$ cat config.mk
export PLATFORM = sky130hd
export DESIGN_NAME = gcr_core
export DESIGN_NICKNAME = d
export VERILOG_FILES = /design/src/hdl/gcr_pkg.sv /design/src/hdl/gcr_sync.sv /design/src/hdl/gcr_sticky.sv /design/src/hdl/gcr_core.sv
export SDC_FILE = /design/constraint.sdc
export NUM_CORES = 1
export LEC_CHECK = 0
export ABC_AREA = 0
export ABC_CLOCK_PERIOD_IN_PS = 5660
export BUFFER_PORTS_ARGS = -buffer_cell sky130_fd_sc_hd__buf_2
export CAP_MARGIN = 5
export CORE_MARGIN = 2
export CORE_UTILIZATION = 46
export DETAILED_ROUTE_END_ITERATION = 7
export PLACE_DENSITY = 0.62
export SETUP_SLACK_MARGIN = 0.02
export SYNTH_ARGS = -nofsm -noshare
export SYNTH_HDL_FRONTEND = slang
export SYNTH_SLANG_ARGS = --single-unit
export TNS_END_PERCENT = 10
$ cat constraint.sdc
create_clock -name clk_sys_i -period 5.66 [get_ports clk_sys_i]
set_clock_uncertainty 0.1 [all_clocks]
set_input_delay 1.132 -clock clk_sys_i [delete_from_list [all_inputs] [get_ports clk_sys_i]]
set_output_delay 1.132 -clock clk_sys_i [all_outputs]
set_load 0.05 [all_outputs]
$ cat src/hdl/gcr_pkg.sv
`default_nettype none
package gcr_pkg;
  // frame geometry
  localparam int          FRAME_BITS  = 32;
  localparam logic [31:0] INIT_RESP   = 32'h0000_0001; // first answer
  // register addresses (9-bit)
  localparam logic [8:0]  QUAD_ADDR   = 9'h008;  // quadrature_level, RO
  localparam logic [8:0]  FAULT_ADDR  = 9'h00A;  // fault_flags, read-clear
  localparam logic [8:0]  TRIM_ADDR   = 9'h00C;  // offset_trim_register, RW
  localparam logic [8:0]  PID_ADDR    = 9'h00E;  // part id, RO
  localparam logic [15:0] PID_VALUE   = 16'h5A5A; // arbitrary value
  localparam logic [15:0] TRIM_RESET  = 16'h0000;
  localparam logic [15:0] ROM_VALUE   = 16'hC35A; // arbitrary known pattern
  // command opcodes, bits 31:29
  localparam logic [2:0]  OP_READ     = 3'h4;
  localparam logic [2:0]  OP_WRITE    = 3'h2;
  // response opcodes and fixed nibble
  localparam logic [2:0]  RSP_READ    = 3'h2;
  localparam logic [2:0]  RSP_WRITE   = 3'h1;
  localparam logic [2:0]  RSP_ERROR   = 3'h0;
  localparam logic [3:0]  RSP_FIXED   = 4'hE;
  localparam logic [2:0]  MODULE_SEL  = 3'h0;
  // response_kind codes
  localparam logic [1:0]  KIND_ERR    = 2'h0;
  localparam logic [1:0]  KIND_VALID  = 2'h1;
  localparam logic [1:0]  KIND_SELF   = 2'h2;
  localparam logic [1:0]  KIND_RW     = 2'h3;
  // fault_flags bit positions
  localparam int FB_CHK  = 1;
  localparam int FB_CST  = 2;
  localparam int FB_PWR  = 3;
  localparam int FB_POR  = 4;
  localparam int FB_NVM  = 5;
  localparam int FB_QUAD = 6;
  localparam int FB_PLL  = 7;
  localparam int FB_UV   = 8;
  localparam int FB_OV   = 9;
  localparam int FB_AMP  = 10;
  localparam int FB_FAIL = 11;
  localparam logic [15:0] CARRY_MASK = 16'h00FE; // bits sent in frames
  // detection thresholds in LSB
  localparam logic [15:0] QUAD_LIMIT = 16'h1000; // 4096
  localparam logic [15:0] CST_WARN   = 16'h0200; // 512
  localparam logic [15:0] CST_GROSS  = 16'h0740; // 1856
  // timing
  localparam int CLK_MHZ        = 125;
  localparam int WRITE_BUSY_MS  = 17;
  localparam int NVM_PERIOD_US  = 50;
  localparam int POR_PERIOD_US  = 1;
  localparam int WRITE_BUSY_CYC = WRITE_BUSY_MS * 1000 * CLK_MHZ;
  localparam int NVM_PERIOD_CYC = NVM_PERIOD_US * CLK_MHZ;
  localparam int POR_PERIOD_CYC = POR_PERIOD_US * CLK_MHZ;
endpackage
`default_nettype wire

$ cat src/hdl/gcr_sync.sv
`timescale 1ns/10ps
`default_nettype none
// two-stage synchroniser for pin levels
module gcr_sync #(
  parameter int               WIDTH   = 1,
  parameter logic [WIDTH-1:0] RST_VAL = '0
) (
  // clock and reset
  input  wire logic             clk_sys_i,
  input  wire logic             rst_b_i,
  // levels
  input  wire logic [WIDTH-1:0] async_i,
  output logic      [WIDTH-1:0] sync_o
);
  logic [WIDTH-1:0] meta_reg;  // first stage, read only by sync_o

  // both stages, idle value under reset
  always_ff @(posedge clk_sys_i) begin
    if (!rst_b_i) begin
      meta_reg <= RST_VAL;
      sync_o   <= RST_VAL;
    end else begin
      meta_reg <= async_i;
      sync_o   <= meta_reg;
    end
  end
endmodule
`default_nettype wire

$ cat src/hdl/gcr_sticky.sv
`timescale 1ns/10ps
`default_nettype none
// one sticky fault flag: set wins over read-clear
module gcr_sticky (
  // clock and reset
  input  wire logic clk_sys_i,
  input  wire logic rst_b_i,
  // condition and clear
  input  wire logic cond_i,
  input  wire logic clear_i,
  output logic      flag_o
);
  logic flag_next;  // next flag value

  // a live condition re-sets the flag in the same cycle as a clear
  always_comb begin
    flag_next = cond_i | (flag_o & ~clear_i);
  end

  // flag storage
  always_ff @(posedge clk_sys_i) begin
    if (!rst_b_i) begin
      flag_o <= 1'b0;
    end else begin
      flag_o <= flag_next;
    end
  end
endmodule
`default_nettype wire

$ cat src/hdl/gcr_core.sv
`timescale 1ns/10ps
`default_nettype none
// Summary of operation
// snapshot at select, answer next frame
// echo sequence_tag into response
// module_select always returned as 000
// address ignored in sensor data requests
// write response echoes written word
// frame error on bit count or parity
// sensor request error gives error response
// response_kind 00 err 01 ok 10 self 11 rw
// lock loss forces response_kind 00
// host sends odd parity over command
// odd parity upper half and full response
// request_error on bad command or register
// write busy 17 ms, repeat write gets data_unavailable
// host waits 10 us before read; the bench host waits 200 clocks, 1.6 us
// fault flags sticky until read, reassert
// faults in sensor response and 0x0A
// quadrature above 4096 sets quadrature fault
// checksum every 50 us sets checksum_fault
// startup value vs rom every 1 us
// supply_fault on over or undervoltage
// selftest beyond 512 flags, 1856 kind 00
// fault_inject forces every fault flag
// exactly 32 clocks, mode 0
// first answer is 0x00000001
// response shifted msb first, fixed layouts
module gcr_core #(
  parameter int unsigned WRITE_BUSY_CYC = gcr_pkg::WRITE_BUSY_CYC,
  parameter int unsigned NVM_PERIOD_CYC = gcr_pkg::NVM_PERIOD_CYC
) (
  // clock and reset
  input  wire logic        clk_sys_i,
  input  wire logic        rst_b_i,
  // serial link pins
  input  wire logic        sclk_i,
  input  wire logic        cs_b_i,
  input  wire logic        mosi_i,
  output logic             miso_o,
  output logic             miso_oe_o,
  // sensor side, same clock
  input  wire logic [15:0] rate_data_i,
  input  wire logic [15:0] quad_level_i,
  input  wire logic [15:0] selftest_dev_i,
  input  wire logic        lock_loss_i,
  input  wire logic        amp_fail_i,
  input  wire logic        overvoltage_i,
  input  wire logic        undervoltage_i,
  input  wire logic [15:0] nvm_sum_i,
  input  wire logic [15:0] nvm_ref_i,
  input  wire logic [15:0] startup_copy_i,
  // control out
  output logic             fault_inject_o,
  output logic [15:0]      offset_trim_o,
  output logic             write_busy_o
);
  // synchronised pins and edge history
  logic        sclk_s, cs_b_s, mosi_s;
  logic        sclk_d_reg, cs_d_reg;
  logic        sclk_rise, sclk_fall, cs_fall, cs_rise;
  // frame state
  logic [31:0] rx_reg;          // command shifted in
  logic [31:0] tx_reg;          // response shifted out
  logic [5:0]  bit_cnt_reg;     // saturates at 33
  // snapshot taken at select
  logic [15:0] snap_rate_reg, snap_quad_reg, snap_flt_reg;
  // fault state
  logic [15:0] flt_q, cond, clr_vec, keep_vec;
  logic        nvm_err_reg, por_err_reg;
  logic [31:0] nvm_cnt_reg, por_cnt_reg, busy_cnt_reg;
  // decode of the finished command
  logic        frame_err, is_sensor, is_read, is_write;
  logic        reg_exists, reg_writable, req_err, du_err;
  logic        sensor_ok, write_go, carry_clr;
  logic [2:0]  seq_tag;
  logic [8:0]  addr;
  logic [15:0] rd_data;
  logic [1:0]  kind;
  logic [31:0] resp_next;

  // sample pins; cs idles high so it resets to 1
  gcr_sync #(.WIDTH(3), .RST_VAL(3'b010)) u_sync (
    .clk_sys_i (clk_sys_i),
    .rst_b_i   (rst_b_i),
    .async_i   ({sclk_i, cs_b_i, mosi_i}),
    .sync_o    ({sclk_s, cs_b_s, mosi_s})
  );

  // edge history on the synchronised levels
  always_ff @(posedge clk_sys_i) begin
    if (!rst_b_i) begin
      sclk_d_reg <= 1'b0;
      cs_d_reg   <= 1'b1;
    end else begin
      sclk_d_reg <= sclk_s;
      cs_d_reg   <= cs_b_s;
    end
  end

  assign sclk_rise = sclk_s & ~sclk_d_reg & ~cs_b_s;
  assign sclk_fall = ~sclk_s & sclk_d_reg & ~cs_b_s;
  assign cs_fall   = ~cs_b_s & cs_d_reg;
  assign cs_rise   = cs_b_s & ~cs_d_reg;

  // receive: mode 0 samples on rising clock, count rising edges up to 33
  always_ff @(posedge clk_sys_i) begin
    if (!rst_b_i) begin
      rx_reg      <= 32'h0000_0000;
      bit_cnt_reg <= 6'h00;
    end else if (cs_fall) begin
      bit_cnt_reg <= 6'h00;
    end else if (sclk_rise) begin
      rx_reg <= {rx_reg[30:0], mosi_s};
      // saturate so a long frame never wraps back to 32
      if (bit_cnt_reg != 6'h21) begin
        bit_cnt_reg <= bit_cnt_reg + 6'h01;
      end
    end
  end

  // snapshot of live data at select
  always_ff @(posedge clk_sys_i) begin
    if (!rst_b_i) begin
      snap_rate_reg <= 16'h0000;
      snap_quad_reg <= 16'h0000;
      snap_flt_reg  <= 16'h0000;
    end else if (cs_fall) begin
      snap_rate_reg <= rate_data_i;
      snap_quad_reg <= quad_level_i;
      snap_flt_reg  <= flt_q;
    end
  end

  // command decode at end of frame
  always_comb begin
    frame_err = (bit_cnt_reg != 6'(gcr_pkg::FRAME_BITS)) | ~(^rx_reg);
    is_sensor = rx_reg[29];
    is_read   = rx_reg[31:29] == gcr_pkg::OP_READ;
    is_write  = rx_reg[31:29] == gcr_pkg::OP_WRITE;
    seq_tag   = {rx_reg[28], rx_reg[31:30]};
    addr      = rx_reg[25:17];
    reg_exists   = (addr == gcr_pkg::QUAD_ADDR) |
                   (addr == gcr_pkg::FAULT_ADDR) |
                   (addr == gcr_pkg::TRIM_ADDR) |
                   (addr == gcr_pkg::PID_ADDR);
    reg_writable = addr == gcr_pkg::TRIM_ADDR;
    // invalid opcode, missing register, or read-only target
    req_err = ~is_sensor & (~(is_read | is_write) | ~reg_exists |
              (is_write & ~reg_writable));
    du_err    = is_write & ~req_err & (busy_cnt_reg != 32'h0000_0000);
    sensor_ok = is_sensor & ~frame_err;
    write_go  = is_write & ~frame_err & ~req_err & ~du_err;
    // fault bits leave the device in sensor and error frames
    carry_clr = sensor_ok | frame_err | req_err | du_err;
  end

  // read data mux, address used only for read and write
  always_comb begin
    unique case (addr)
      gcr_pkg::QUAD_ADDR:  rd_data = snap_quad_reg;
      gcr_pkg::FAULT_ADDR: rd_data = snap_flt_reg;
      gcr_pkg::TRIM_ADDR:  rd_data = offset_trim_o;
      gcr_pkg::PID_ADDR:   rd_data = gcr_pkg::PID_VALUE;
      default:             rd_data = 16'h0000;
    endcase
  end

  // response_kind: inject marks self-test, fail marks error
  always_comb begin
    if (fault_inject_o) begin
      kind = gcr_pkg::KIND_SELF;
    end else if (snap_flt_reg[gcr_pkg::FB_FAIL]) begin
      kind = gcr_pkg::KIND_ERR;
    end else begin
      kind = gcr_pkg::KIND_VALID;
    end
  end

  // assemble next response, then fill both parity bits
  always_comb begin
    resp_next = 32'h0000_0000;
    if (sensor_ok) begin
      resp_next[31:29] = seq_tag;
      resp_next[27:26] = kind;
      resp_next[25:10] = snap_rate_reg;
      resp_next[7:1]   = snap_flt_reg[7:1];
    end else begin
      resp_next[27:24] = gcr_pkg::RSP_FIXED;
      resp_next[23:21] = gcr_pkg::MODULE_SEL;
      if (frame_err | req_err | du_err) begin
        // sensor requests with errors also land here
        resp_next[31:29] = gcr_pkg::RSP_ERROR;
        resp_next[18]    = frame_err;
        resp_next[17]    = req_err & ~frame_err;
        resp_next[16]    = du_err & ~frame_err;
        resp_next[7:1]   = snap_flt_reg[7:1];
      end else if (is_write) begin
        resp_next[31:29] = gcr_pkg::RSP_WRITE;
        resp_next[20:5]  = rx_reg[16:1];
      end else begin
        resp_next[31:29] = gcr_pkg::RSP_READ;
        resp_next[20:5]  = rd_data;
      end
    end
    resp_next[28] = ~^resp_next[31:16];
    resp_next[0]  = ~^resp_next[31:1];
  end

  // transmit: load at deselect, shift msb first on falling clock
  always_ff @(posedge clk_sys_i) begin
    if (!rst_b_i) begin
      tx_reg <= gcr_pkg::INIT_RESP;
    end else if (cs_rise) begin
      tx_reg <= resp_next;
    end else if (sclk_fall) begin
      tx_reg <= {tx_reg[30:0], 1'b0};
    end
  end

  assign miso_o = tx_reg[31];

  // drive miso only while selected
  always_ff @(posedge clk_sys_i) begin
    if (!rst_b_i) begin
      miso_oe_o <= 1'b0;
    end else begin
      miso_oe_o <= ~cs_b_s;
    end
  end

  // inject follows the last good sensor request
  always_ff @(posedge clk_sys_i) begin
    if (!rst_b_i) begin
      fault_inject_o <= 1'b0;
    end else if (cs_rise && sensor_ok) begin
      fault_inject_o <= rx_reg[1];
    end
  end

  // write engine: commit at once, then hold busy for the full time
  always_ff @(posedge clk_sys_i) begin
    if (!rst_b_i) begin
      offset_trim_o <= gcr_pkg::TRIM_RESET;
      busy_cnt_reg  <= 32'h0000_0000;
    end else if (cs_rise && write_go) begin
      offset_trim_o <= rx_reg[16:1];
      busy_cnt_reg  <= WRITE_BUSY_CYC;
    end else if (busy_cnt_reg != 32'h0000_0000) begin
      busy_cnt_reg <= busy_cnt_reg - 32'h0000_0001;
    end
  end

  // busy flag, registered so the output is a flip-flop
  always_ff @(posedge clk_sys_i) begin
    if (!rst_b_i) begin
      write_busy_o <= 1'b0;
    end else begin
      write_busy_o <= (cs_rise && write_go) ||
                      (busy_cnt_reg > 32'h0000_0001);
    end
  end

  // periodic checksum and startup-copy checks
  always_ff @(posedge clk_sys_i) begin
    if (!rst_b_i) begin
      nvm_cnt_reg <= 32'h0000_0000;
      por_cnt_reg <= 32'h0000_0000;
      nvm_err_reg <= 1'b0;
      por_err_reg <= 1'b0;
    end else begin
      if (nvm_cnt_reg >= NVM_PERIOD_CYC - 1) begin
        nvm_cnt_reg <= 32'h0000_0000;
        nvm_err_reg <= nvm_sum_i != nvm_ref_i;
      end else begin
        nvm_cnt_reg <= nvm_cnt_reg + 32'h0000_0001;
      end
      if (por_cnt_reg >= 32'(gcr_pkg::POR_PERIOD_CYC - 1)) begin
        por_cnt_reg <= 32'h0000_0000;
        por_err_reg <= startup_copy_i != gcr_pkg::ROM_VALUE;
      end else begin
        por_cnt_reg <= por_cnt_reg + 32'h0000_0001;
      end
    end
  end

  // fault conditions; inject forces every one of them
  always_comb begin
    cond = 16'h0000;
    cond[gcr_pkg::FB_PLL]  = lock_loss_i;
    cond[gcr_pkg::FB_QUAD] = quad_level_i > gcr_pkg::QUAD_LIMIT;
    cond[gcr_pkg::FB_NVM]  = nvm_err_reg;
    cond[gcr_pkg::FB_POR]  = por_err_reg;
    cond[gcr_pkg::FB_PWR]  = overvoltage_i | undervoltage_i;
    cond[gcr_pkg::FB_UV]   = undervoltage_i;
    cond[gcr_pkg::FB_OV]   = overvoltage_i;
    cond[gcr_pkg::FB_AMP]  = amp_fail_i;
    // amplitude loss shares the self-test position
    cond[gcr_pkg::FB_CST]  = (selftest_dev_i > gcr_pkg::CST_WARN) |
                             amp_fail_i;
    cond[gcr_pkg::FB_FAIL] = lock_loss_i |
                             (selftest_dev_i > gcr_pkg::CST_GROSS);
    cond[gcr_pkg::FB_CHK]  = fault_inject_o;
    if (fault_inject_o) begin
      cond = cond | 16'h0FFE;
    end
  end

  // only bits that were actually sent are cleared
  always_comb begin
    clr_vec = 16'h0000;
    if (cs_rise && carry_clr) begin
      clr_vec = snap_flt_reg & gcr_pkg::CARRY_MASK;
    end
    if (cs_rise && is_read && !frame_err && !req_err &&
        addr == gcr_pkg::FAULT_ADDR) begin
      clr_vec = snap_flt_reg;
    end
  end

  // flags that must survive this edge
  assign keep_vec = flt_q & ~clr_vec;

  // sticky flag bank
  for (genvar i = 0; i < 16; i++) begin : g_flt
    gcr_sticky u_flag (
      .clk_sys_i (clk_sys_i),
      .rst_b_i   (rst_b_i),
      .cond_i    (cond[i]),
      .clear_i   (clr_vec[i]),
      .flag_o    (flt_q[i])
    );
  end
endmodule
`default_nettype wire

## Word-level counts from Yosys, hierarchy flattened

Cells that the tools add are included.

- Register bits: 259
- Logic and storage cells: 193
- Output and inout port bits: 20
- Input port bits: 105

- Equal/unequal tests: 10
- $add $sub $neg: 4
- Bitwise operators: 93
- Order comparisons: 6
- Muxes and demuxes: 22
- Reduce and logical (&&, ||, !) cells: 22

Operator list:

| cell | count |
|---|---|
| $add 32x1->32 const B | 2 |
| $mux 32 | 2 |
| $pmux 16 s4 | 1 |
| $mux 22 | 2 |
| $eq 9x4->1 const B | 4 |
| $and 1x1->1 | 32 |
| $ge 32x13->1 const B | 1 |
| $ge 32x7->1 const B | 1 |
| $gt 32x1->1 const B | 1 |
| $mux 16 | 2 |
| $reduce_bool 32->1 | 1 |
| $reduce_xor 32->1 | 1 |
| $sub 32x1->32 const B | 1 |
| $reduce_xnor 31->1 | 1 |
| $not 1->1 | 30 |
| $or 1x1->1 | 27 |
| $mux 18 | 1 |
| $gt 16x10->1 const B | 1 |
| $gt 16x11->1 const B | 1 |
| $gt 16x13->1 const B | 1 |
| $mux 8 | 2 |
| $ne 16x16->1 | 1 |
| $ne 16x16->1 const B | 1 |
| $reduce_xnor 16->1 | 1 |
| other kinds (17) | 39 |

## Logic depth before layout (Yosys ltp)

Gate-level depths: netlist (run 1).

- Word-level depth: 18
- Mapped depth: 13
- Depth with buffers taken out: 12

## By module

Synthesis (run 1) repeated with hierarchy kept, for this count alone.

- Cell total of the unflattened synthesis: 1298
- Area total of the unflattened synthesis: 11657.4 sq um

Modules (own cells, without submodules):

| module | area each (sq um) | times used | cells an instance |
|---|---|---|---|
| gcr_core | 10839.1 | 1 | 1238 |
| gcr_sticky | 41.3 | 16 | 3 |
| gcr_sync | 157.7 | 1 | 12 |

## Least setup slack after synthesis (run 1)

Ideal clock, no wire load.

- Path type: flip-flop to flip-flop
- Start: reg busy_cnt_reg[7]
- End: reg tx_reg[0]
- Period minus slack after synthesis: 2.985 ns
- Arrival time: 2.742 ns
- Slack: 2.675 ns
- Buffers on the path: 0
- Cell stages (with the launch flop): 11
- Cell sequence: dfxtp_1 -> or4_4 -> nor3b_2 -> nand4_4 -> a21o_4 -> nor3_4 -> a2bb2oi_2 -> xor2_1 -> xnor3_1 -> xnor2_1 -> o221ai_1

- Cells in the longest elaborated chain, start to end: 8
- Elaborated cells between the ends (all ways): 17

RTL lines:

| what | RTL line | RTL |
|---|---|---|
| from (decl) | gcr_core.sv:71 | `logic [31:0] nvm_cnt_reg, por_cnt_reg, busy_cnt_reg;` |
| from (signal assigned) | gcr_core.sv:250 | `busy_cnt_reg <= busy_cnt_reg - 32'h0000_0001;` |
| $reduce_bool 32->1 (*) | gcr_core.sv:151 | `du_err = is_write & ~req_err & (busy_cnt_reg != 32'h0000_0000);` |
| $and 1x1->1 (*) | gcr_core.sv:151 |  |
| $and 1x1->1 or $or 1x1->1 (tied branches) | gcr_core.sv:196, gcr_core.sv:191 |  |
| $mux 3 or $mux 2 (tied branches) | gcr_core.sv:191 | `if (frame_err \| req_err \| du_err) begin` |
| $mux 18 or $mux 3 (tied branches) | gcr_core.sv:183 | `if (sensor_ok) begin` |
| $reduce_xnor 16->1 | gcr_core.sv:206 | `resp_next[28] = ~^resp_next[31:16];` |
| $reduce_xnor 31->1 (*) | gcr_core.sv:207 | `resp_next[0] = ~^resp_next[31:1];` |
| $mux 32 (*) | gcr_core.sv:214 | `end else if (cs_rise) begin` |
| to (signal assigned) | gcr_core.sv:213 | `tx_reg <= gcr_pkg::INIT_RESP;` |
| to (signal assigned) | gcr_core.sv:215 | `tx_reg <= resp_next;` |
| to (signal assigned) | gcr_core.sv:217 | `tx_reg <= {tx_reg[30:0], 1'b0};` |
| to (decl) | gcr_core.sv:64 | `logic [31:0] tx_reg;` |

Every way passes the cells marked *; elsewhere a longest branch is shown, timed or not.
A chain may end at the register's enable or synchronous reset.

## Worst setup path in the final report (run 1)

- Start: reg rx_reg[18]
- End: reg g_flt[3].u_flag.flag_o

- Cells in the longest elaborated chain, start to end: 18
- Elaborated cells between the ends (all ways): 35

RTL lines:

| what | RTL line | RTL |
|---|---|---|
| from (decl) | gcr_core.sv:63 | `logic [31:0] rx_reg;` |
| from (signal assigned) | gcr_core.sv:114 | `rx_reg <= {rx_reg[30:0], mosi_s};` |
| $eq 9x4->1, on equally long branches | gcr_core.sv:143, gcr_core.sv:144, gcr_core.sv:316 |  |
| $or 1x1->1 | gcr_core.sv:143 | `reg_exists = (addr == gcr_pkg::QUAD_ADDR) \|` |
| $or 1x1->1 | gcr_core.sv:144 | `(addr == gcr_pkg::FAULT_ADDR) \|` |
| $or 1x1->1 | gcr_core.sv:145 | `(addr == gcr_pkg::TRIM_ADDR) \|` |
| $not 1->1 | gcr_core.sv:149 | `req_err = ~is_sensor & (~(is_read \| is_write) \| ~reg_exists \|` |
| $or 1x1->1 (2 in a row) | gcr_core.sv:149 |  |
| $and 1x1->1 | gcr_core.sv:149 |  |
| $not 1->1 | gcr_core.sv:151 |  |
| $and 1x1->1 (2 in a row) | gcr_core.sv:151 |  |
| $or 1x1->1 | gcr_core.sv:155 | `carry_clr = sensor_ok \| frame_err \| req_err \| du_err;` |
| $logic_and 1x1->1 | gcr_core.sv:312 | `if (cs_rise && carry_clr) begin` |
| $mux 8 | gcr_core.sv:312 |  |
| $mux 16 (*) | gcr_core.sv:315 | `if (cs_rise && is_read && !frame_err && !req_err &&` |
| $not 1->1 (*) | gcr_sticky.sv:17 | `flag_next = cond_i \| (flag_o & ~clear_i);` |
| $and 1x1->1 (*) | gcr_sticky.sv:17 |  |
| $or 1x1->1 (*) | gcr_sticky.sv:17 |  |
| to (signal assigned) | gcr_sticky.sv:25 | `flag_o <= flag_next;` |
| to (decl) | gcr_sticky.sv:11 | `output logic flag_o` |

Marked as above.

==> reports/qor.yml, run 1 <==
setup_path:
  critPathBufInv: 0
  crit_family: "simple AND/OR/NAND/NOR gates"
  crit_path_max_incr_delay_ns: 0.79
  cp_slowest_cell: "dfxtp_1"
  crit_path_frequent_cell: "xnor2_1"
  worst-path-max-fanout: 22
  path_cells: "xnor2_1, xnor2_1, xnor2_1, xnor2_2, xnor2_2, nor2_1, nand2_2, o32ai_2, nand2_1, a2111oi_0, nor2_1"
  r2r_slack_ns: 1.67
  cp-endpoint: "g_flt[3].u_flag.flag_o$_SDFF_PN0_"
  worstSetupPathDepth: 11
  endpoint_kind: "register"
  rr_worst_depth: 11
  worstSetupStartpointType: "register"
  r2r_start: "rx_reg[18]$_SDFFE_PN0P_"
  reg2reg_to: "g_flt[3].u_flag.flag_o$_SDFF_PN0_"
  critPathKind: "reg -> reg"
  critPathRequiredTime_ns: 5.95
  arrival_ns: 4.27
  worstSetupStartpoint: "rx_reg[18]$_SDFFE_PN0P_"
detailed_routing:
  vias: 8916
  ant_nets: 0
  drt-total-wl_um: 25800
  dr.pass1.iters: 6
  drcViolationCount: 0
  vias_per_cell: 5.12
  drt-initial-drc-count: 607
  wl_per_cell_um: 14.8
layout:
  drive_gt1_share_pct: 15.5
  syn_to_final_growth_pct: 18.3
  fin_nets: 1515
  layoutNonFillerInstCount: 1741
  nFillCells: 2207
  regArea_um2: 5180
  layout.cells.most_common: "nand2_1"
  multiInputGateArea_um2: 5510
  final_cell_mix: "266 x nand2_1, 259 x dfxtp_1, 145 x a21oi_1, 125 x nor2_1, 124 x buf_2"
sta:
  setup_tns_ns: 0
  hold_violations: 0
  relSlewSlack_pct: 25.8
  finalMaxSlewViolations: 0
  finalCritPeriodShare_pct: 70.4
  worst_pin_slew_ns: 1.11
  grt_setup_unrepaired: "no"
  max_freq_ghz: 0.251
  setup_viol: 0
  post-route-min-period_ns: 3.99
floorplan:
  initial_core_util_pct: 46.6
  die_area_um2: 24800
  rows: 56
  coreArea_um2: 23300
  die_w_um: 157
  io_pins: 125
  die_height_um: 157
global_route:
  antenna_found_initial: 1
  grt_util_all_layers_pct: 21.0
  grt_pass1_vias: 8384
  grt_max_degree: 99
  grt_overflow: 0
  grt_pass1_wl_um: 42100
power_and_ir_drop:
  p_per_area_nw_per_um2: 377
  power_mw: 4.83
  ir_drop_v: 0.000235
  leakage_nw: 4.72
synthesis:
  synthArstFlopShare_pct: 0
  yosysWarnings: 0
  netlist_top_cells_area: "dfxtp_1 48%, nand2_1 9.2%, a21oi_1 6.7%"
  synth.yosys.seq_area_share_pct: 47.9
  synth-seq-cells: 259
  synth_top_cell_by_area: "dfxtp_1"
  synth_cell_types: 74
  ys.flop_type: "dfxtp_1"
  synth_area_um2: 10800
  synth_edf_count: 0
  synthCells: 1258
  synth_top_area_share_pct: 47.9
  avgSynthCellArea_um2: 8.61
clocking:
  cts_buffer_depth: 3
  cts.sinks: 259
  htree_levels: 1
  post_cts_resize_count: 0
  clk_latency_ns: 0.54
  cts_hold_buf: 0
  cts_tree: "yes"
  post_cts_buffers: 0
  numCtsBuffers: 28
  clk_pin_slew_worst_paths_ns: 0.06
  ctsRootBufferMaster: "clkbuf_16"
placement:
  port_buffers: 124
  post-dp-hpwl_um: 17800
  dp_cells: 1689
  place_congestion: 0.945
run_status:
  status: "completed"
hold_path:
  hold_class: "reg -> reg"
run:
  maxCapViolCount: 0
## stage by stage
stage	worst slack (ns)	hold WS, ns	utilization [%]	instance area (um^2)
after floorplan	2.67	0.286	-	11000
after CTS	1.68	0.316	55.1	12800
after global placement	1.78	0.306	51.0	11900
final	1.67	0.313	55.1	12800
after global routing	1.17	0.340	55.1	12800
after detailed placement	1.70	0.303	51.0	11900
## where the power goes
part	leakage, nW	total, mW	internal (mW)	switching [mW]
logic	2.15	0.886	0.398	0.488
registers	2.12	2.10	1.97	0.127
clock network	0.463	1.84	1.12	0.726
total	4.72	4.83	3.49	1.34
## worst reg2reg max path, delay by kind of cell (launching register included)
kind,cells,cell delay (ns)
simple gates,4,1.03
compound gates,2,0.99
xor+xnor,5,0.92
flops,1,0.79
## how the worst min path moves through the flow
stage,cells past startpoint,end,start,slack [ns]
after floorplan,1,u_sync.sync_o[1]$_SDFF_PN1_,u_sync.meta_reg[1]$_SDFF_PN1_,0.29
after global placement,1,u_sync.sync_o[1]$_SDFF_PN1_,u_sync.meta_reg[1]$_SDFF_PN1_,0.31
after detailed placement,1,u_sync.sync_o[1]$_SDFF_PN1_,u_sync.meta_reg[1]$_SDFF_PN1_,0.30
after CTS,1,u_sync.sync_o[1]$_SDFF_PN1_,u_sync.meta_reg[1]$_SDFF_PN1_,0.32
after global routing,1,u_sync.sync_o[1]$_SDFF_PN1_,u_sync.meta_reg[1]$_SDFF_PN1_,0.34
final,1,u_sync.sync_o[1]$_SDFF_PN1_,u_sync.meta_reg[1]$_SDFF_PN1_,0.31
## cell type report
cell class | count | share of cell area, %
clock buffer | 42 | 6.58
timing repair buffer | 136 | 5.54
sequential | 259 | 40.4
clock inverter | 9 | 0.888
inverter | 13 | 0.400
antenna | 1 | 0.0195
multi-input combinational | 962 | 43.0
tap | 319 | 3.11
## synth_stat cells, types with 3 or more instances
cell and n:
mux2i_1 16, xor2_1 31, a211oi_1 14, clkbuf_1 54, nor2_2 3, and2_1 9, nor3b_1 3, nor2b_1 8
ha_1 10, o22a_1 3, inv_1 12, nand2b_1 8, dfxtp_1 259, nor3_2 4, nor2_1 126, nand2_1 266
or4_1 8, a31oi_1 3, a21oi_1 145, a22oi_1 5, buf_2 6, a221oi_1 7, xnor3_1 4, xnor2_1 75
and3_1 8, mux2_2 9, a222oi_1 12, or3_1 7, buf_1 5, o22ai_1 12, o21ai_0 12, nand4_1 10
nand3_1 15, nor4_1 22, nor3_1 15
## layer usage
| layer | vias up | share of wire [%] | track usage, % |
|---|---|---|---|
| met3 | 41 | 6.6 | 3.39 |
| met5 | - | 0 | 0 |
| li1 | 4537 | - | - |
| met2 | 261 | 44 | 33.6 |
| met1 | 4077 | 48 | 29.9 |
| met4 | 0 | 1.9 | 4.72 |
## kinds of logic (layout without fill, tap and decap cells)
kind of cell             after synthesis  count (layout)  share of synthesized area [%]
buffers and inverters                 80             200                           2.91
AO/OA/AOI/OAI                        238             238                           13.5
flip-flops                           259             259                           47.9
adder cells (fa/ha/maj)               10              10                           1.15
multiplexers                          25              25                           2.41
AND/OR/NAND/NOR                      533             533                           22.4
XOR/XNOR                             112             112                           9.70
other                                  1              45                         0.0346
Power figures use the tool's default switching activity.
==> run 2: changes to the inputs <==
Settings changed: ABC_AREA 0 to 1, ABC_CLOCK_PERIOD_IN_PS 5660 to 3700.
Clock period 5.66 ns to 3.7 ns, I/O delays scaled along.
==> reports/qor.yml, run 2 <==
run:
  maxCapViolCount: 0  # unchanged
synthesis:
  avgSynthCellArea_um2: 7.17  # was 8.61 um^2
  yosys-top-cells-count: "407 x nand2_1, 259 x dfxtp_1, 177 x inv_1, 175 x nor2_1, 146 x o21ai_0"  # was 266 x nand2_1, 259 x dfxtp_1, 145 x a21oi_1, 126 x nor2_1, 75 x xnor2_1
  synth_xor_area_share_pct: 4.31  # was 9.70%
  ys.flop_type: "dfxtp_1"  # unchanged
  synthMuxAreaShare_pct: 0  # was 2.41%
  yosys.area_share.simple_pct: 28.1  # was 22.4%
  synth.yosys.seq_area_share_pct: 42.6  # was 47.9%
  yosysMostFrequentCell: "nand2_1"  # unchanged
  synthAdderAreaFrac_pct: 1.03  # was 1.15%
  synthCells: 1696  # was 1258
  yosysWarnings: 0  # unchanged
  synth_edf_count: 0  # unchanged
  synth-seq-cells: 259  # unchanged
  synth_cell_types: 63  # was 74
  synth_top_cell_by_area: "dfxtp_1"  # unchanged
  synth_compound_area_share_pct: 15.7  # was 13.5%
  synth_top_area_share_pct: 42.6  # was 47.9%
  synth_area_um2: 12200  # was 10800 um^2
  synthArstFlopShare_pct: 0  # unchanged
  netlist_top_cells_area: "dfxtp_1 43%, nand2_1 13%, o21ai_0 6.0%"  # was dfxtp_1 48%, nand2_1 9.2%, a21oi_1 6.7%
  synth_top_family_by_area: "simple AND/OR/NAND/NOR gates"  # unchanged
floorplan:
  die_area_um2: 27700  # was 24800 um^2
  die_w_um: 167  # was 157 um
  die_height_um: 167  # was 157 um
  coreArea_um2: 26000  # was 23300 um^2
  initial_core_util_pct: 46.8  # was 46.6%
  io_pins: 125  # unchanged
  rows: 59  # was 56
detailed_routing:
  wl_per_cell_um: 14.5  # was 14.8 um
  drt-total-wl_um: 32100  # was 25800 um
  drcViolationCount: 0  # unchanged
  ant_nets: 0  # unchanged
  drt-initial-drc-count: 676  # was 607
  dr.pass1.iters: 5  # was 6
  vias: 11200  # was 8916
  vias_per_cell: 5.09  # was 5.12
run_status:
  status: "completed"  # unchanged
clocking:
  cts_hold_buf: 0  # unchanged
  post_cts_buffers: 0  # unchanged
  cts_tree: "yes"  # unchanged
  htree_levels: 1  # unchanged
  clk_latency_ns: 0.57  # was 0.54 ns
  post_cts_resize_count: 0  # unchanged
  clk_pin_slew_worst_paths_ns: 0.06  # about the same
  cts.sinks: 259  # unchanged
  numCtsBuffers: 28  # unchanged
  cts_buffer_depth: 3  # unchanged
  ctsRootBufferMaster: "clkbuf_16"  # unchanged
global_route:
  gr-max-usage-layer: "met2"  # unchanged
  grt_pass1_vias: 10400  # was 8384
  grt_max_degree: 62  # was 99
  grt_pass1_wl_um: 51900  # was 42100 um
  use_met3_pct: 3.59  # was 3.39%
  grt_use_met2_pct: 38.5  # was 33.6%
  grt_util_all_layers_pct: 22.7  # was 21.0%
  gr-usage-met1_pct: 29.4  # was 29.9%
  grt_overflow: 0  # unchanged
  antenna_found_initial: 0  # was 1
layout:
  final_cell_mix: "407 x nand2_1, 259 x dfxtp_1, 177 x inv_1, 175 x nor2_1, 146 x o21ai_0"  # was 266 x nand2_1, 259 x dfxtp_1, 145 x a21oi_1, 125 x nor2_1, 124 x buf_2
  syn_to_final_growth_pct: 16.7  # was 18.3%
  drive_gt1_share_pct: 14.1  # was 15.5%
  layout.cells.most_common: "nand2_1"  # unchanged
  fin_nets: 1969  # was 1515
  antenna_cells: 0  # was 1
  utilization_pct: 54.6  # was 55.1%
setup_path:
  worst-path-max-fanout: 25  # was 22
  worstSetupStartpoint: "rx_reg[29]$_SDFFE_PN0P_"  # was rx_reg[18]$_SDFFE_PN0P_
  reg2reg_to: "tx_reg[0]$_SDFFE_PN1P_"  # was g_flt[3].u_flag.flag_o$_SDFF_PN0_
  crit_family: "simple AND/OR/NAND/NOR gates"  # unchanged
  arrival_ns: 3.50  # was 4.27 ns
  critPathRequiredTime_ns: 4.04  # was 5.95 ns
  crit_path_max_incr_delay_ns: 0.64  # was 0.79 ns
  crit_path_frequent_cell: "nand2_1"  # was xnor2_1
  critPathKind: "reg -> reg"  # unchanged
  rr_worst_depth: 21  # was 11
  endpoint_kind: "register"  # unchanged
  cp_slowest_cell: "dfxtp_1"  # unchanged
  worstSetupStartpointType: "register"  # unchanged
  critPathBufInv: 3  # was 0
  r2r_start: "rx_reg[29]$_SDFFE_PN0P_"  # was rx_reg[18]$_SDFFE_PN0P_
  r2r_slack_ns: 0.53  # was 1.67 ns
  path_cells: "nor2_8, inv_2, a21oi_1, nand2_1, nand2_1, nand3_2, nand4_4, nand2_1, inv_1, a21oi_1, nand2_1, nand2_1, nand2_1, nand3_1, nand2_1, inv_1, nand2_1, nand2_1, nand2_1, nand3_1, nand2_1"  # was xnor2_1, xnor2_1, xnor2_1, xnor2_2, xnor2_2, nor2_1, nand2_2, o32ai_2, nand2_1, a2111oi_0, nor2_1
placement:
  post-dp-hpwl_um: 23400  # was 17800 um
  place_congestion: 0.973  # was 0.945
  port_buffers: 124  # unchanged
power_and_ir_drop:
  p_per_area_nw_per_um2: 526  # was 377 nW/um^2
  ir_drop_v: 0.000513  # was 0.000235 V
  leakage_nw: 6.24  # was 4.72 nW
  power_mw: 7.46  # was 4.83 mW
hold_path:
  holdPathStages: 3  # was 1
  hold_path_end: "u_sync.meta_reg[2]$_SDFF_PN0_"  # was u_sync.sync_o[1]$_SDFF_PN1_
  hold_class: "in -> reg"  # was reg -> reg
  hp-start: "sclk_i"  # was u_sync.meta_reg[1]$_SDFF_PN1_
sta:
  finalMaxSlewViolations: 0  # unchanged
  setup_viol: 0  # unchanged
  finalCritPeriodShare_pct: 85.6  # was 70.4%
  relSlewSlack_pct: 49.8  # was 25.8%
  hold_violations: 0  # unchanged
  setup_tns_ns: 0  # unchanged
  post-route-min-period_ns: 3.17  # was 3.99 ns
  max_freq_ghz: 0.316  # was 0.251 GHz
  worst_pin_slew_ns: 0.753  # was 1.11 ns
  grt_setup_unrepaired: "no"  # unchanged
==> run 2: changes by cell type after synthesis, sizes merged, moves of 45 or more <==
cell / previous run / this run
nand2: 267 / 423
xnor2: 77 / 32
inv: 12 / 192
nor2: 129 / 188
o21ai: 13 / 155
nand3: 15 / 79
==> run 2: kinds of logic (layout without fill, tap and decap cells) <==
group                      after synthesis  after routing
DFF                                    259            259
and+or+nand+nor                        767            767
adders and majority gates               10             10
buffers and inverters                  254            390
AOI/OAI and AO/OA                      346            346
other                                    1             44
xor gates and xnor gates                59             59
==> run 2: worst register-to-register path, cell delays in order, from the launching register on <==
cell and delay (ns):
dfxtp_1 0.64, nor2_8 0.12, inv_2 0.32, a21oi_1 0.11, nand2_1 0.10, nand2_1 0.08
nand3_2 0.16, nand4_4 0.28, nand2_1 0.18, inv_1 0.05, a21oi_1 0.21, nand2_1 0.09
nand2_1 0.08, nand2_1 0.08, nand3_1 0.08, nand2_1 0.07, inv_1 0.05, nand2_1 0.04
nand2_1 0.06, nand2_1 0.05, nand3_1 0.06, nand2_1 0.05
==> run 2: final cells by class <==
cell class,instances,area [um^2]
Clock buffer,43,847
Inverter,194,733
Sequential cell,259,5180
Fill cell,2578,11800
Timing Repair Buffer,145,781
Clock inverter,8,86.3
Tap cell,335,419
Multi-Input combinational cell,1226,6130
==> run 2: layer usage <==
metal  vias up  routed length, um
met2       302              14800
met5         -                  0
met1      5084              14400
met4         0               1100
met3        74               1770
li1       5778                  -
==> run 2: worst max-delay path by stage <==
stage                                          endpoint  slack [ns]  cells past startpoint
after floorplan           busy_cnt_reg[29]$_SDFFE_PP0P_        1.09                     21
after global placement           tx_reg[0]$_SDFFE_PN1P_        0.57                     27
after detailed placement         tx_reg[0]$_SDFFE_PN1P_        0.53                     27
after CTS                        tx_reg[0]$_SDFFE_PN1P_        0.52                     25
after global routing             tx_reg[0]$_SDFFE_PN1P_        0.10                     27
final                            tx_reg[0]$_SDFFE_PN1P_        0.53                     21
==> run 2: stage by stage <==
step | std cells | setup slack (ns) | instance area (um^2) | hold slack (ns)
2_1_floorplan | 1739 | 1.09 | 12300 | 0.290
3_5_place_dp | 2159 | 0.530 | 13300 | 0.311
6_report | 2210 | 0.533 | 14200 | 0.259
4_1_cts | 2210 | 0.522 | 14200 | 0.238
3_3_place_gp | 2159 | 0.565 | 13300 | 0.297
5_1_grt | 2210 | 0.105 | 14200 | 0.268
==> run 2: power by group <==
part           leakage (nW)  internal (mW)  switching (mW)
clock                 0.458           1.64            1.15
sequential             2.12           3.01           0.171
combinational          3.66          0.572           0.913
total                  6.24           5.23            2.23
==> run 3: changes to the inputs <==
Settings changed: CORE_ASPECT_RATIO from default to 0.75.
==> reports/qor.yml, run 3 (synthesis results as in run 2) <==
sta:
  grt_setup_unrepaired: "no"  # unchanged
  max_freq_ghz: 0.317  # was 0.316 GHz
  relSlewSlack_pct: 33.9  # was 49.8%
  setup_viol: 0  # unchanged
  worst_pin_slew_ns: 0.984  # was 0.753 ns
  post-route-min-period_ns: 3.15  # was 3.17 ns
  finalCritPeriodShare_pct: 85.2  # was 85.6%
  hold_violations: 0  # unchanged
  finalMaxSlewViolations: 0  # unchanged
  setup_tns_ns: 0  # unchanged
detailed_routing:
  dr.pass1.iters: 5  # unchanged
  ant_nets: 0  # unchanged
  vias: 11100  # was 11200
  drt-total-wl_um: 31900  # was 32100 um
  vias_per_cell: 5.01  # was 5.09
  wl_per_cell_um: 14.4  # was 14.5 um
  drt-initial-drc-count: 827  # was 676
  drcViolationCount: 0  # unchanged
placement:
  post-dp-hpwl_um: 23400  # about the same
  port_buffers: 124  # unchanged
  dp_cells: 2166  # was 2159
  place_congestion: 0.899  # was 0.973
clocking:
  cts_hold_buf: 0  # unchanged
  ctsRootBufferMaster: "clkbuf_16"  # unchanged
  htree_levels: 1  # unchanged
  cts_tree: "yes"  # unchanged
  post_cts_resize_count: 0  # unchanged
  numCtsBuffers: 26  # was 28
  clk_latency_ns: 0.54  # was 0.57 ns
  cts_buffer_depth: 3  # unchanged
  cts.sinks: 259  # unchanged
  clk_pin_slew_worst_paths_ns: 0.06  # about the same
  post_cts_buffers: 0  # unchanged
setup_path:
  worst-path-max-fanout: 27  # was 25
  cp-endpoint: "tx_reg[0]$_SDFFE_PN1P_"  # unchanged
  worstSetupStartpointType: "register"  # unchanged
  reg2reg_to: "tx_reg[0]$_SDFFE_PN1P_"  # unchanged
  r2r_start: "rx_reg[29]$_SDFFE_PN0P_"  # unchanged
  rr_worst_depth: 27  # was 21
  endpoint_kind: "register"  # unchanged
  arrival_ns: 3.49  # was 3.50 ns
  worstSetupStartpoint: "rx_reg[29]$_SDFFE_PN0P_"  # unchanged
  critPathKind: "reg -> reg"  # unchanged
  r2r_slack_ns: 0.55  # was 0.53 ns
  critPathRequiredTime_ns: 4.04  # about the same
hold_path:
  hold_class: "in -> reg"  # unchanged
  holdPathStages: 3  # unchanged
run:
  maxCapViolCount: 0  # unchanged
floorplan:
  die_area_um2: 27800  # was 27700 um^2
  die_w_um: 192  # was 167 um
  initial_core_util_pct: 46.8  # about the same
  die_height_um: 145  # was 167 um
  io_pins: 125  # unchanged
  coreArea_um2: 26000  # about the same
  rows: 51  # was 59
power_and_ir_drop:
  power_mw: 7.36  # was 7.46 mW
  leakage_nw: 6.21  # was 6.24 nW
  p_per_area_nw_per_um2: 521  # was 526 nW/um^2
  ir_drop_v: 0.000418  # was 0.000513 V
layout:
  final_cell_mix: "407 x nand2_1, 259 x dfxtp_1, 177 x inv_1, 175 x nor2_1, 146 x o21ai_0"  # unchanged
  layout.cells.most_common: "nand2_1"  # unchanged
  layoutNonFillerInstCount: 2213  # was 2210
  fin_nets: 1965  # was 1969
  syn_to_final_growth_pct: 16.1  # was 16.7%
  drive_gt1_share_pct: 13.9  # was 14.1%
global_route:
  grt_pass1_wl_um: 51300  # was 51900 um
  grt_overflow: 0  # unchanged
  grt_max_degree: 63  # was 62
  antenna_found_initial: 1  # was 0
  grt_util_all_layers_pct: 23.2  # was 22.7%
  grt_pass1_vias: 10000  # was 10400
run_status:
  status: "completed"  # unchanged
[run 3: worst min path at each step]
stage                     slack (ns)                       endpoint                          start
after detailed placement        0.31    u_sync.sync_o[1]$_SDFF_PN1_  u_sync.meta_reg[1]$_SDFF_PN1_
after global routing            0.29  u_sync.meta_reg[1]$_SDFF_PN1_                         cs_b_i
after CTS                       0.27  u_sync.meta_reg[1]$_SDFF_PN1_                         cs_b_i
after global placement          0.30    u_sync.sync_o[1]$_SDFF_PN1_  u_sync.meta_reg[1]$_SDFF_PN1_
after floorplan                 0.29    u_sync.sync_o[0]$_SDFF_PN0_  u_sync.meta_reg[0]$_SDFF_PN0_
final                           0.29  u_sync.meta_reg[2]$_SDFF_PN0_                         sclk_i
[run 3: critical path, stage by stage (launching register included)]
cell     delay [ns]
dfxtp_1        0.65
inv_6          0.11
nand2_1        0.09
nand2_1        0.06
nand2_1        0.06
nand2_1        0.05
nand2_1        0.06
nand2_2        0.07
inv_2          0.05
nand2_1        0.06
nand2_2        0.09
nand2_2        0.07
nand2_4        0.12
nand3_4        0.28
o21ai_1        0.27
nand2_1        0.15
nand2_1        0.08
nand2_1        0.07
inv_1          0.07
nand2_2        0.05
nand2_1        0.08
nand2_1        0.06
nand2_1        0.06
nand2_1        0.04
nand2_1        0.05
nand2_1        0.04
nand3_1        0.06
nand2_1        0.05
[run 3: where the power goes]
group | switching, mW | internal, mW
Combinational | 0.915 | 0.572
Clock | 1.09 | 1.60
Sequential | 0.167 | 3.01
Total | 2.18 | 5.18
[run 3: cell type report]
cell class,instances,area [um^2]
clock inverter,12,139
sequential,259,5180
tap,344,430
clock buffer,34,732
fill,2545,11900
inverter,194,733
multi-input combinational,1226,6130
antenna,1,2.50
timing repair buffer,143,766
[run 3: metrics by stage]
step	setup slack, ns	util, %	area, um^2	hold slack, ns
global route	0.102	54.4	14100	0.289
global placement	0.603	51.0	13200	0.296
finish	0.549	54.4	14100	0.289
floorplan	1.09	-	12300	0.290
CTS	0.544	54.4	14100	0.265
detailed placement	0.554	51.0	13200	0.308
[run 3: routing by layer]
| metal | routed length (um) | vias up | global-route usage, % | share of wire [%] |
|---|---|---|---|---|
| li1 | - | 5769 | - | - |
| met1 | 16100 | 5007 | 34.1 | 51 |
| met2 | 13300 | 267 | 35.6 | 42 |
| met3 | 1770 | 48 | 3.45 | 5.6 |
| met4 | 701 | 0 | 5.71 | 2.2 |
| met5 | 0 | - | 0 | 0 |
